[src/verilog/tgei_pkg.sv]
/*
 * tgei_pkg: register map, field positions and carrier types for the
 * timer gate and external interrupt input block.
 * Assumes a 32-bit Avalon-MM slave with word-aligned registers.
 */
package tgei_pkg;

    // register byte offsets
    localparam logic [3:0] CTRL_OFS   = 4'h0; // control bits
    localparam logic [3:0] STAT_OFS   = 4'h4; // pending flags, w1c
    localparam logic [3:0] CNTA_OFS   = 4'h8; // count a
    localparam logic [3:0] CNTB_OFS   = 4'hC; // count b

    // control register fields
    localparam int RUN_A_BIT     = 0;
    localparam int RUN_B_BIT     = 1;
    localparam int GATE_A_BIT    = 2;
    localparam int GATE_B_BIT    = 3;
    localparam int TRIG_A_BIT    = 4;
    localparam int TRIG_B_BIT    = 5;
    localparam int CMODE_A_BIT   = 6;
    localparam int CMODE_B_BIT   = 7;
    localparam int CTRL_W        = 8;

    // status register fields
    localparam int PEND_A_BIT    = 0;
    localparam int PEND_B_BIT    = 1;

    localparam int CNT_W         = 16;
    localparam int NCH           = 2;

    localparam logic [CTRL_W-1:0] CTRL_RST = 8'h00;
    localparam logic [CNT_W-1:0]  CNT_RST  = 16'h0000;
    localparam logic [31:0]       RD_ZERO  = 32'h00000000;

    // per-channel pin group, index 0 = a, 1 = b
    typedef struct packed {
        logic [NCH-1:0] extIrqIn;   // active-low interrupt / gate pins
        logic [NCH-1:0] countIn;    // external count pins
    } tgei_pins_type;

    // bus access states
    typedef enum logic [0:0] {
        BUS_IDLE,
        BUS_DONE
    } tgei_bus_type;

endpackage : tgei_pkg

[src/verilog/tgei_timer_gate_irq.sv]
/*
 * tgei_timer_gate_irq: two 16-bit timers with external gating and
 * event counting, plus two external interrupt pending flags.
 * Assumes pins are asynchronous to mclk and software reaches the
 * registers over Avalon-MM with waitrequest.
 */
// Local design decisions: register access over Avalon-MM and the placing of the registers.
module tgei_timer_gate_irq (
    input  wire logic                  mclk,         // 25 MHz clock
    input  wire logic                  nrst,         // async reset, low
    input  wire logic                  clkEn,        // freezes state low
    input  wire tgei_pkg::tgei_pins_type pins,       // external pins
    input  wire logic [3:0]            avsAddress,   // byte address
    input  wire logic                  avsRead,      // read request
    input  wire logic                  avsWrite,     // write request
    input  wire logic [31:0]           avsWriteData, // write data
    input  wire logic [3:0]            avsByteEnable,// byte lanes
    output logic [31:0]                avsReadData,  // read data
    output logic                       avsWaitRequest,// stall
    output logic [1:0]                 irqPending    // pending flags
);

    logic [3:0]  syncA_q;         // first stage, read only by syncB_q
    logic [3:0]  syncB_q;         // second stage
    logic [3:0]  prev_q;          // previous synchronised level
    logic [tgei_pkg::CTRL_W-1:0] ctrl_q;
    logic [1:0]  pend_q;
    logic [tgei_pkg::CNT_W-1:0]  cnt_q [tgei_pkg::NCH];
    tgei_pkg::tgei_bus_type busState_q;
    logic        busAcc;
    logic        wrAcc;

    // two-flop synchroniser for all four pins
    always_ff @(posedge mclk or negedge nrst) begin
        if (!nrst) begin
            syncA_q <= 4'hF;
            syncB_q <= 4'hF;
            prev_q  <= 4'hF;
        end else if (clkEn) begin
            syncA_q <= {pins.countIn, pins.extIrqIn};
            syncB_q <= syncA_q;
            prev_q  <= syncB_q;
        end
    end

    // one wait state: access completes on the second cycle
    always_ff @(posedge mclk or negedge nrst) begin
        if (!nrst) begin
            busState_q <= tgei_pkg::BUS_IDLE;
        end else if (clkEn) begin
            case (busState_q)
                tgei_pkg::BUS_IDLE: begin
                    if (avsRead || avsWrite) begin
                        busState_q <= tgei_pkg::BUS_DONE;
                    end
                end
                tgei_pkg::BUS_DONE: begin
                    busState_q <= tgei_pkg::BUS_IDLE;
                end
                default: begin
                    busState_q <= tgei_pkg::BUS_IDLE;
                end
            endcase
        end
    end

    assign busAcc = clkEn && (busState_q == tgei_pkg::BUS_IDLE)
                    && (avsRead || avsWrite);
    // writes land at the edge where the master sees waitrequest low
    assign wrAcc  = clkEn && (busState_q == tgei_pkg::BUS_DONE)
                    && avsWrite;

    // waitrequest high except in the completing cycle
    always_ff @(posedge mclk or negedge nrst) begin
        if (!nrst) begin
            avsWaitRequest <= 1'b1;
        end else if (clkEn) begin
            avsWaitRequest <= !(busAcc);
        end
    end

    // read data registered alongside the wait release
    always_ff @(posedge mclk or negedge nrst) begin
        if (!nrst) begin
            avsReadData <= tgei_pkg::RD_ZERO;
        end else if (busAcc && avsRead) begin
            case (avsAddress)
                tgei_pkg::CTRL_OFS: avsReadData <= {24'h000000, ctrl_q};
                tgei_pkg::STAT_OFS: avsReadData <= {30'h00000000, pend_q};
                tgei_pkg::CNTA_OFS: avsReadData <= {16'h0000, cnt_q[0]};
                tgei_pkg::CNTB_OFS: avsReadData <= {16'h0000, cnt_q[1]};
                default:            avsReadData <= tgei_pkg::RD_ZERO;
            endcase
        end
    end

    // control register, low byte lane only
    always_ff @(posedge mclk or negedge nrst) begin
        if (!nrst) begin
            ctrl_q <= tgei_pkg::CTRL_RST;
        end else if (wrAcc && avsByteEnable[0]
                     && avsAddress == tgei_pkg::CTRL_OFS) begin
            ctrl_q <= avsWriteData[tgei_pkg::CTRL_W-1:0];
        end
    end

    // per-channel pending flag and timer
    genvar ch;
    generate
        for (ch = 0; ch < tgei_pkg::NCH; ch++) begin : g_ch
            logic irqLow;
            logic irqFall;
            logic cntFall;
            logic trig;
            logic gate;
            logic run;
            logic cmode;
            logic clr;
            logic tick;

            assign irqLow  = !syncB_q[ch];
            assign irqFall = prev_q[ch] && !syncB_q[ch];
            assign cntFall = prev_q[ch+2] && !syncB_q[ch+2];
            assign trig  = ctrl_q[tgei_pkg::TRIG_A_BIT + ch];
            assign gate  = ctrl_q[tgei_pkg::GATE_A_BIT + ch];
            assign run   = ctrl_q[tgei_pkg::RUN_A_BIT + ch];
            assign cmode = ctrl_q[tgei_pkg::CMODE_A_BIT + ch];
            assign clr   = wrAcc && avsByteEnable[0]
                           && avsAddress == tgei_pkg::STAT_OFS
                           && avsWriteData[tgei_pkg::PEND_A_BIT + ch];
            // gate pin high permits counting when gating is selected
            assign tick  = run && (!gate || syncB_q[ch])
                           && (cmode ? cntFall : 1'b1);

            // set beats clear so no event is lost
            always_ff @(posedge mclk or negedge nrst) begin
                if (!nrst) begin
                    pend_q[ch] <= 1'b0;
                end else if (clkEn) begin
                    if (trig ? irqFall : irqLow) begin
                        pend_q[ch] <= 1'b1;
                    end else if (clr) begin
                        pend_q[ch] <= 1'b0;
                    end
                end
            end

            // count: software write loads, else ticks advance
            always_ff @(posedge mclk or negedge nrst) begin
                if (!nrst) begin
                    cnt_q[ch] <= tgei_pkg::CNT_RST;
                end else if (wrAcc && avsByteEnable[1:0] == 2'h3
                             && avsAddress == (ch == 0
                                ? tgei_pkg::CNTA_OFS
                                : tgei_pkg::CNTB_OFS)) begin
                    cnt_q[ch] <= avsWriteData[tgei_pkg::CNT_W-1:0];
                end else if (clkEn && tick) begin
                    cnt_q[ch] <= cnt_q[ch] + 16'h0001;
                end
            end
        end
    endgenerate

    // flags mirrored to a registered output
    always_ff @(posedge mclk or negedge nrst) begin
        if (!nrst) begin
            irqPending <= 2'h0;
        end else if (clkEn) begin
            irqPending <= pend_q;
        end
    end

endmodule : tgei_timer_gate_irq
[config.mk]
export PLATFORM = sky130hd
export DESIGN_NAME = tgei_timer_gate_irq
export DESIGN_NICKNAME = d
export VERILOG_FILES = /design/src/verilog/tgei_pkg.sv /design/src/verilog/tgei_timer_gate_irq.sv
export SDC_FILE = /design/constraint.sdc
export NUM_CORES = 1
export LEC_CHECK = 0
export BUFFER_PORTS_ARGS = -buffer_cell sky130_fd_sc_hd__buf_2
export CAP_MARGIN = 10
export CELL_PAD_IN_SITES_DETAIL_PLACEMENT = 0
export CELL_PAD_IN_SITES_GLOBAL_PLACEMENT = 1
export CORE_MARGIN = 2
export CORE_UTILIZATION = 42
export DETAILED_ROUTE_END_ITERATION = 16
export PLACE_DENSITY = 0.83
export RECOVER_POWER = 25
export SYNTH_ARGS = -nofsm -noshare
export SYNTH_HDL_FRONTEND = slang
export SYNTH_SLANG_ARGS = --single-unit
[constraint.sdc]
create_clock -name mclk -period 2 [get_ports mclk]
set_input_delay 0.6 -clock mclk [delete_from_list [all_inputs] [get_ports mclk]]
set_output_delay 0.6 -clock mclk [all_outputs]
set_load 0.02 [all_outputs]
* Yosys cells after proc, flatten, opt, wreduce, memory -nomap -nowiden *
Index checks and enable logic that the tools add are counted.

storage, ports and cells
  bits in registers = 90
  bits of input ports = 49
  output and inout bits = 35
  logic and storage cells = 74

cells by class
  add/sub/neg operators = 2
  equal/unequal tests = 4
  multiplexer cells = 15
  bitwise logic cells = 1
  reduce and logical (&&, ||, !) cells = 40

operators with widths
  cell                                                                   count
  16-bit two-way mux                                                     4
  16-bit case mux with 4 select lines                                    1
  16-bit by 1-bit adder with 16-bit output, second input constant        2
  1-bit logical AND                                                      23
  1-bit two-way mux                                                      9
  4-bit equality test, second input constant                             2
  2-bit nonzero test                                                     4
  1-bit zero test                                                        7
  4-bit by 3-bit equality test with 1-bit output, second input constant  1
  4-bit zero test                                                        1
  2-bit AND reduction                                                    2
  1-bit logical OR                                                       3
  2-bit equality test, second input constant                             1
  1-bit case mux with 2 select lines                                     1
  1-bit inverter                                                         1

* Depth between registers and ports, before layout *
Gate-level depths: netlist (run 1).

  word-level depth = 7
  mapped depth = 7
  gate-level depth less buffers = 5

* Worst setup path before layout (run 1) *
No wires, ideal clock.

  kind = input -> register
  start = in clkEn
  end = reg cnt_q[23] in the netlist's numbering
  library setup time = 69 ps
  arrival = 1889 ps
  setup slack = 41 ps
  stages = 7
  buffers on the path = 3
  cells stage by stage = buf_4 and4_4 buf_6 and3_1 buf_2 or4_1 nand3_1

between the ends
  longest elaborated chain between the ends = 5
  elaborated cells between the ends (all ways) = 7
  those cells by class = 1 x mux; 6 x reduce/logical

RTL lines
  item                                                      line                        RTL
  start, declared                                           tgei_timer_gate_irq.sv:11   input wire logic clkEn,
  1-bit logical AND                                         tgei_timer_gate_irq.sv:70   assign wrAcc = clkEn && (busState_q == tgei_pkg::BUS_DONE)
  1-bit logical AND                                         tgei_timer_gate_irq.sv:71   && avsWrite;
  1-bit logical AND                                         tgei_timer_gate_irq.sv:152  end else if (wrAcc && avsByteEnable[1:0] == 2'h3
  1-bit logical AND                                         tgei_timer_gate_irq.sv:153  && avsAddress == (ch == 0
  16-bit two-way mux or 2-bit nonzero test (tied branches)  n/a
  end signal, assigned by index                             tgei_timer_gate_irq.sv:151  cnt_q[ch] <= tgei_pkg::CNT_RST;
  end signal, assigned by index                             tgei_timer_gate_irq.sv:156  cnt_q[ch] <= avsWriteData[tgei_pkg::CNT_W-1:0];
  end signal, assigned by index                             tgei_timer_gate_irq.sv:158  cnt_q[ch] <= cnt_q[ch] + 16'h0001;
  end, declared                                             tgei_timer_gate_irq.sv:28   logic [tgei_pkg::CNT_W-1:0] cnt_q [tgei_pkg::NCH];

Parallel ways exist; a longest one is shown, timed or not.
A chain may end at the register's enable or synchronous reset.

* Worst setup path after layout (run 1) *
  start = reg syncB_q[0]
  end = reg cnt_q[28] in the netlist's numbering

between the ends
  longest elaborated chain between the ends = 5

RTL lines
  item                                 line                        RTL
  start, declared                      tgei_timer_gate_irq.sv:24   logic [3:0] syncB_q;
  start signal, assigned               tgei_timer_gate_irq.sv:41   syncB_q <= syncA_q;
  1-bit logical OR                     tgei_timer_gate_irq.sv:132  assign tick = run && (!gate || syncB_q[ch])
  1-bit logical AND                    tgei_timer_gate_irq.sv:132
  1-bit logical AND                    tgei_timer_gate_irq.sv:133  && (cmode ? cntFall : 1'b1);
  1-bit logical AND                    tgei_timer_gate_irq.sv:157  end else if (clkEn && tick) begin
  2-bit nonzero test (no source line)  n/a

No other way between the ends.

==> impl_table.tex, run 1 <==
\begin{tabular}{lr}
\hline
Metric & Value \\
\hline
\multicolumn{2}{l}{\textbf{Run status}} \\
\quad Result of the run & complete, no violations \\
\multicolumn{2}{l}{\textbf{Synth}} \\
\quad Synth cell types & 50 \\
\quad Post-synth EDFFs & 0 \\
\quad Share of synthesized flip-flops with an asynchronous set or reset & between 90\% and 100\% \\
\quad Synthesized area per cell & between 10 and 15 µm² \\
\quad Register bit total from synthesis & 74 \\
\quad Warnings, synthesis & 0 \\
\quad Synth Flop Type & sky130\_fd\_sc\_hd\_\_dfrtp\_1 \\
\quad Part of the Yosys area used for sequential elements & between 40 and 50\% \\
\quad Mapped Area & about 3900 µm² \\
\quad Gate Count Post-Synth & $\sim$390 \\
\multicolumn{2}{l}{\textbf{Power}} \\
\quad Power Internal & between 0.002 and 0.0025 W \\
\quad Power share of the sequential group & around 52\% \\
\quad Final Total Pwr & around 0.0035 W \\
\quad Switching part of the total power & 30.43\% \\
\quad Max rail drop VDD & between 0.0003 and 0.0004 V \\
\quad Power per Cell Area & 754.6 nW/µm² \\
\quad P\_leak & between 1.5 and 2 nW \\
\quad Clock network fraction of design power & around 32\% \\
\quad Part of the total power dissipated in combinational logic & about 16\% \\
\quad Power spent charging and discharging nets & $\sim$0.0011 W \\
\multicolumn{2}{l}{\textbf{Setup path}} \\
\quad Largest fanout on the critical path & 7 \\
\quad Cell-by-cell listing of the critical path & nor2b\_1 -> a2111o\_1 -> or4\_1 -> a31oi\_1 \\
\quad Kind of capture point of the worst setup path & register \\
\quad CP Data Arrival Time & roughly 2.2 ns \\
\quad Setup crit start kind & register \\
\quad Largest stage delay on the critical path & between 0.5 and 0.6 ns \\
\quad Category of the most critical setup path & register to register \\
\quad CP required & 2.27 ns \\
\quad Slowest stage cell, crit path & sky130\_fd\_sc\_hd\_\_dfstp\_2 \\
\multicolumn{2}{l}{\textbf{Placed design}} \\
\quad Detailed placement HPWL & 7098 µm \\
\quad Buffers on Ports & 49 \\
\quad Routability cong. & 0.8496 \\
\quad Pre-CTS setup slack & -0.1116 ns \\
\multicolumn{2}{l}{\textbf{Global routing}} \\
\quad Initial antenna violation count & 0 \\
\quad GRT Util Overall & between 20 and 25\% \\
\quad Global-route wire length before repair & 15830 µm \\
\quad Largest net degree at the start of global routing & 75 \\
\quad Vias in the first global route & about 3.1k \\
\quad Remaining Overflow, GRT & 0 \\
\multicolumn{2}{l}{\textbf{Detailed routing}} \\
\quad Number of vias in the routed layout & roughly 3.3k \\
\quad Post-route ant nets & 0 \\
\quad Number of detailed-route iterations in the first pass & 6 \\
\quad Final Routed Wirelength & 9564 µm \\
\quad Routed len/inst & between 15 and 20 µm \\
\quad Detailed-route DRC error count & 0 \\
\quad Violation count after the first detailed-routing iteration & 281 \\
\quad Ratio of routed vias to standard cells & 5.690 \\
\multicolumn{2}{l}{\textbf{Floorplanning}} \\
\quad DIE WIDTH & approximately 100 µm \\
\quad Ports & 84 \\
\quad Core Area & approximately 9100 µm² \\
\quad Die area & roughly 10000 µm² \\
\quad Number of core rows & 35 \\
\quad Effective utilization at floorplan & a little over two fifths \\
\quad Die H & 100.4 µm \\
\multicolumn{2}{l}{\textbf{STA}} \\
\quad Transition time of the tightest slew-check pin & 1.007 ns \\
\quad Total count of max-transition violations in the final report & 0 \\
\quad Final Hold Vio Count & 0 \\
\quad Unrepaired setup endpoints after global routing & no \\
\quad Final worst path period need & $\sim$1.9 ns \\
\quad FMAX & around 0.52 GHz \\
\quad Post-route setup slack & 0.08095 ns \\
\quad Slew headroom & 32.87\% \\
\quad Clock Skew & approximately 0.0092 ns \\
\quad Crit share post-route & approximately 96\% \\
\quad Number of endpoints failing setup at the final stage & 0 \\
\multicolumn{2}{l}{\textbf{Cells and area}} \\
\quad Fill count & around 870 \\
\quad Post-synthesis to final-layout area growth & 17.39\% \\
\quad Register area & between 1500 and 2000 µm² \\
\quad Layout Nets & 510 \\
\quad Total area of multi-input combinational cells & 1812 µm² \\
\quad Most common library cell in the layout ignoring fill and taps & sky130\_fd\_sc\_hd\_\_dfrtp\_1 \\
\quad Fraction of layout instances using a drive strength above 1 & between 30\% and 40\% \\
\quad Most used cells in the layout excluding fill and tap cells & 61 x sky130\_fd\_sc\_hd\_\_dfrtp\_1, 49 x sky130\_fd\_sc\_hd\_\_buf\_2, 35 x sky130\_fd\_sc\_hd\_\_nand2\_1 \\
\quad Antenna diode instance count & 0 \\
\multicolumn{2}{l}{\textbf{Clock tree}} \\
\quad Clk Tree Root Cell & sky130\_fd\_sc\_hd\_\_clkbuf\_8 \\
\quad Clock tree from TritonCTS & yes \\
\quad Insertion delay of the later-clocked pin in the worst-skew pair & $\sim$0.36 ns \\
\quad CTS Sinks & 74 \\
\quad Inserted Clock Buffers & 9 \\
\quad H-tree levels & 3 \\
\quad Number of buffers on the longest clock path & 2 \\
\quad Number of gates resized after CTS & 0 \\
\quad Clock transition at the registers of the reported paths & 0.08 ns \\
\multicolumn{2}{l}{\textbf{Run}} \\
\quad Max-capacitance violation count & 0 \\
\multicolumn{2}{l}{\textbf{Hold path}} \\
\quad Hold Path Class & input pin to register \\
\hline
\end{tabular}
-- worst max-delay path: cells and delay by family (launching register included) --
family | cells | cell delay, ns
and+or+nand+nor | 2 | 0.62
AOI/OAI and AO/OA | 2 | 0.66
DFF | 1 | 0.56
-- area by class of cell --
cell class	instances	area share [%]
clock inverters	6	1.066
well taps	111	3.034
flip-flops and latches	74	40.80
inverters	12	0.9839
multi-input cells	277	39.57
clock buffers	10	3.006
repair buffers	85	11.53
-- what timing repair did --
| action | CTS | global route |
|---|---|---|
| buffers inserted | 0 | 0 |
| hold buffers | 0 | 0 |
| endpoints found under the setup margin | 0 | 10 |
-- kinds of logic after synthesis --
group	count (synthesis)	synth area share [%]
and+or+nand+nor	131	18.54
DFF	74	47.90
adders and majority gates	2	0.6415
buffers and inverters	53	7.251
muxes	24	6.866
xor gates and xnor gates	4	0.8985
AOI/OAI and AO/OA	100	17.81
other	1	0.09615
-- state kept, by name (all words and copies together), names as in the netlist --
name,cells
syncA_q,4
avsReadData,16
cnt_q,32
syncB_q,4
ctrl_q,8
prev_q,4
pend_q,2
avsWaitRequest,1
busState_q,1
irqPending,2
-- per-stage QoR --
stage / cells / TNS [ns] / utilization (%) / area [µm²] / hold slack [ns]
2_1_floorplan: 404 / 0 / - / 3956 / 0.3044
3_3_place_gp: 559 / -0.9936 / 48.35 / 4404 / 0.4638
3_5_place_dp: 559 / -1.633 / 48.35 / 4404 / 0.4716
4_1_cts: 575 / 0 / 50.40 / 4591 / 0.2761
5_1_grt: 575 / 0 / 50.26 / 4578 / 0.4572
6_report: 575 / 0 / 50.26 / 4578 / 0.4697
-- synthesized netlist by cell type, types with 2 or more instances --
library cell,n,area (µm²)
sky130_fd_sc_hd__o211ai_1,3,22.52
sky130_fd_sc_hd__nand2b_1,3,18.77
sky130_fd_sc_hd__a31oi_1,24,150.1
sky130_fd_sc_hd__buf_4,17,127.6
sky130_fd_sc_hd__nor2_1,27,101.4
sky130_fd_sc_hd__xnor2_1,3,26.28
sky130_fd_sc_hd__or4b_1,2,20.02
sky130_fd_sc_hd__a222oi_1,8,80.08
sky130_fd_sc_hd__o21ai_1,21,105.1
sky130_fd_sc_hd__nand4_1,8,50.05
sky130_fd_sc_hd__o31ai_1,14,105.1
sky130_fd_sc_hd__a32o_1,2,20.02
sky130_fd_sc_hd__nand2_1,35,131.4
sky130_fd_sc_hd__inv_1,12,45.04
sky130_fd_sc_hd__a2111o_1,2,22.52
sky130_fd_sc_hd__mux2_2,22,247.7
sky130_fd_sc_hd__a22oi_1,8,60.06
sky130_fd_sc_hd__ha_1,2,25.02
sky130_fd_sc_hd__and4_1,3,26.28
sky130_fd_sc_hd__mux2i_1,2,20.02
sky130_fd_sc_hd__or3_1,8,50.05
sky130_fd_sc_hd__and3_1,4,25.02
sky130_fd_sc_hd__nand3_1,14,70.07
sky130_fd_sc_hd__a21oi_1,3,15.01
sky130_fd_sc_hd__dfstp_2,13,341.6
sky130_fd_sc_hd__o21ai_0,9,45.04
sky130_fd_sc_hd__clkbuf_1,13,48.80
sky130_fd_sc_hd__or4_1,15,112.6
sky130_fd_sc_hd__buf_2,10,50.05
sky130_fd_sc_hd__nor2b_1,2,12.51
sky130_fd_sc_hd__dfrtp_1,61,1526
-- worst paths after layout --
| kind | start | endpoint | slack [ns] | cells after the start |
|---|---|---|---|---|
| min reg2reg | avsReadData[14] | avsReadData[14] | 0.48 | 2 |
| min in group asynchronous | nrst | avsReadData[14] | 0.53 | 2 |
| max reg2reg | syncB_q[0] | cnt_q[28] | 0.08 | 4 |
| max in group asynchronous | nrst | ctrl_q[2] | 0.84 | 2 |
| max | syncB_q[0] | cnt_q[28] | 0.08 | 4 |
| min | pins[1] | syncA_q[3] | 0.47 | 2 |
-- power by group through the flow --
stage               Combinational [W]  Clock, W  Sequential [W]
floorplan                    0.000334         0         0.00181
global placement             0.000531         0         0.00182
detailed placement           0.000550         0         0.00184
CTS                          0.000553   0.00114         0.00181
global route                 0.000608   0.00121         0.00183
finish                       0.000543   0.00110         0.00181
-- routing by layer --
metal | routed length [µm] | GRT usage (%)
met2 | 4788 | 33.61
met5 | 0 | 0
met4 | 161 | 6.217
met3 | 523 | 4.805
met1 | 4091 | 26.52
No activity file was read; power rests on OpenSTA's default activity.
==> run 2: changes to the inputs <==
--- a/config.mk
+++ b/config.mk
@@ -10,9 +10,9 @@
 export CELL_PAD_IN_SITES_DETAIL_PLACEMENT = 0
 export CELL_PAD_IN_SITES_GLOBAL_PLACEMENT = 1
 export CORE_MARGIN = 2
-export CORE_UTILIZATION = 42
+export CORE_UTILIZATION = 39
 export DETAILED_ROUTE_END_ITERATION = 16
-export PLACE_DENSITY = 0.83
+export PLACE_DENSITY = 0.78
 export RECOVER_POWER = 25
 export SYNTH_ARGS = -nofsm -noshare
 export SYNTH_HDL_FRONTEND = slang
==> impl_table.tex, run 2 (synthesized netlist as in run 1, its figures left out) <==
\begin{tabular}{lr}
\hline
Metric & Value \\
\hline
\multicolumn{2}{l}{\textbf{Run status}} \\
\quad Result of the run & complete, no violations \\
\multicolumn{2}{l}{\textbf{Floorplanning}} \\
\quad Effective utilization at floorplan & 40.08\% \\
\quad Ports & 84 \\
\quad DIE WIDTH & $\sim$100 µm \\
\quad Core Area & between 9000 and 10000 µm² \\
\quad Number of core rows & 36 \\
\quad Die H & between 100 and 150 µm \\
\quad Die area & between 10000 and 15000 µm² \\
\multicolumn{2}{l}{\textbf{Setup path}} \\
\quad Kind of capture point of the worst setup path & register \\
\quad R2r worst-path depth & 4 \\
\quad Setup crit start kind & register \\
\quad Largest fanout on the critical path & 8 \\
\quad Crit path from & prev\_q[2] \\
\quad CP Data Arrival Time & roughly 2.2 ns \\
\quad R2R Path Start & prev\_q[2] \\
\quad Setup slack on the worst flop-to-flop path & around 0.06 ns \\
\quad R2R Path End & cnt\_q[26] \\
\quad Critical Path End & cnt\_q[26] \\
\quad Category of the most critical setup path & register to register \\
\quad CP required & around 2.3 ns \\
\multicolumn{2}{l}{\textbf{Cells and area}} \\
\quad Layout Nets & roughly 510 \\
\quad Most common library cell in the layout ignoring fill and taps & sky130\_fd\_sc\_hd\_\_dfrtp\_1 \\
\quad Post-synthesis to final-layout area growth & 17.77\% \\
\quad Fraction of layout instances using a drive strength above 1 & 31.24\% \\
\quad Number of flip-flops in the largest register & 32 \\
\quad Post-route standard cell area excluding fillers & between 4000 and 5000 µm² \\
\quad Fill count & about 1000 \\
\quad Antenna diode instance count & 0 \\
\quad Largest registers in the final layout & cnt\_q: 32 flops, avsReadData: 16 flops, ctrl\_q: 8 flops \\
\quad Most used cells in the layout excluding fill and tap cells & 61 x sky130\_fd\_sc\_hd\_\_dfrtp\_1, 48 x sky130\_fd\_sc\_hd\_\_buf\_2, 35 x sky130\_fd\_sc\_hd\_\_nand2\_1 \\
\quad Register with the most flip-flops & cnt\_q \\
\multicolumn{2}{l}{\textbf{Detailed routing}} \\
\quad Post-route ant nets & 0 \\
\quad Routed len/inst & $\sim$17 µm \\
\quad Ratio of routed vias to standard cells & between 5 and 6 \\
\quad Number of detailed-route iterations in the first pass & 5 \\
\quad Number of vias in the routed layout & 3335 \\
\quad Detailed-route DRC error count & 0 \\
\quad Violation count after the first detailed-routing iteration & $\sim$200 \\
\quad Final Routed Wirelength & roughly 10000 µm \\
\multicolumn{2}{l}{\textbf{Power}} \\
\quad P\_leak & 1.943 nW \\
\quad Max rail drop VDD & roughly 0.00056 V \\
\quad Power per Cell Area & around 770 nW/µm² \\
\multicolumn{2}{l}{\textbf{Global routing}} \\
\quad Vias in the first global route & roughly 3.3k \\
\quad GRT Util Overall & between 10\% and 20\% \\
\quad Initial antenna violation count & 0 \\
\quad Global-route wire length before repair & $\sim$17000 µm \\
\quad Largest net degree at the start of global routing & 25 \\
\quad Remaining Overflow, GRT & 0 \\
\multicolumn{2}{l}{\textbf{Clock tree}} \\
\quad Number of buffers on the longest clock path & 2 \\
\quad CTS Sinks & 74 \\
\quad Clock transition at the registers of the reported paths & approximately 0.080 ns \\
\quad Clk Tree Root Cell & sky130\_fd\_sc\_hd\_\_clkbuf\_8 \\
\quad Number of hold buffers added after CTS & 0 \\
\quad H-tree levels & 3 \\
\quad Insertion delay of the later-clocked pin in the worst-skew pair & $\sim$0.36 ns \\
\quad Clock tree from TritonCTS & yes \\
\quad Inserted Clock Buffers & 9 \\
\multicolumn{2}{l}{\textbf{STA}} \\
\quad Slew headroom & a little under half \\
\quad Unrepaired setup endpoints after global routing & yes \\
\quad Clock Skew & between 0.009 and 0.01 ns \\
\quad Crit share post-route & between 90\% and 100\% \\
\quad Transition time of the tightest slew-check pin & 0.7923 ns \\
\quad Final Hold Vio Count & 0 \\
\quad Total count of max-transition violations in the final report & 0 \\
\quad Hold WS & just under 0.3 ns \\
\quad Number of endpoints failing setup at the final stage & 0 \\
\quad FMAX & between 0.5 and 0.6 GHz \\
\quad Final worst path period need & about 1.9 ns \\
\multicolumn{2}{l}{\textbf{Placed design}} \\
\quad Placed Instance Area & around 4400 µm² \\
\quad Detailed placement HPWL & about 7600 µm \\
\quad Routability cong. & 0.8876 \\
\quad Buffers on Ports & just under 50 \\
\multicolumn{2}{l}{\textbf{Hold path}} \\
\quad Hold Path Class & input pin to async pin \\
\multicolumn{2}{l}{\textbf{Run}} \\
\quad Max-capacitance violation count & 0 \\
\hline
\end{tabular}
run 2: cell type report:
type | instances | area (µm²) | area share, %
clock buffer | 9 | 123.9 | 2.697
clock inverter | 7 | 75.07 | 1.634
inverter | 12 | 45.04 | 0.9807
timing repair buffer | 82 | 490.5 | 10.68
sequential | 74 | 1868 | 40.67
tap | 133 | 166.4 | 3.623
multi-input combinational | 277 | 1824 | 39.72
run 2: worst min-delay path by stage:
stage | startpoint | end | slack (ns) | depth (start not counted)
final | nrst | cnt_q[6] | 0.30 | 1
after global placement | avsReadData[6] | avsReadData[6] | 0.46 | 2
after detailed placement | avsReadData[13] | avsReadData[13] | 0.47 | 2
after floorplan | nrst | avsReadData[0] | 0.30 | 0
after global routing | nrst | cnt_q[29] | 0.34 | 1
after CTS | nrst | cnt_q[6] | 0.15 | 1
run 2: timing repair:
item                                    4_1_cts  5_1_grt
pin swaps                                     2        7
buffers inserted                              0        2
gates resized for setup                       0        5
endpoints found under the setup margin        5       19
run 2: per-layer routing:
layer  vias to the layer above  GRT usage (%)  share of wire, %
met5                         -              0                 0
met3                        21          4.887               5.4
met4                         0          8.494               3.3
met2                       109          32.24                49
li1                       1559              -                 -
met1                      1646          24.76                43
run 2: metrics by stage:
stage               util, %  cells  setup WS [ns]  setup TNS [ns]  power [W]
floorplan                 -    404        0.04139               0   0.002145
global placement      45.16    576       -0.09940          -1.192   0.002325
detailed placement    45.16    576        -0.1329          -1.985   0.002345
CTS                   47.21    592       0.006537               0   0.003527
global route          47.21    594       -0.01144        -0.01144   0.003688
finish                47.21    594        0.05995               0   0.003515
run 2: worst max-delay path, cell delays in order (launching register included):
cell and delay, ns:
sky130_fd_sc_hd__dfstp_2 0.56, sky130_fd_sc_hd__nand2b_4 0.07, sky130_fd_sc_hd__a2111o_1 0.55, sky130_fd_sc_hd__or4_1 0.51
sky130_fd_sc_hd__a31oi_1 0.17
run 2: power breakdown:
group | leakage [nW] | internal [W] | total [W] | switching, W
clock network | 0.0923 | 0.000582 | 0.00118 | 0.000602
logic | 0.909 | 0.000229 | 0.000509 | 0.000280
registers | 0.942 | 0.00167 | 0.00182 | 0.000154
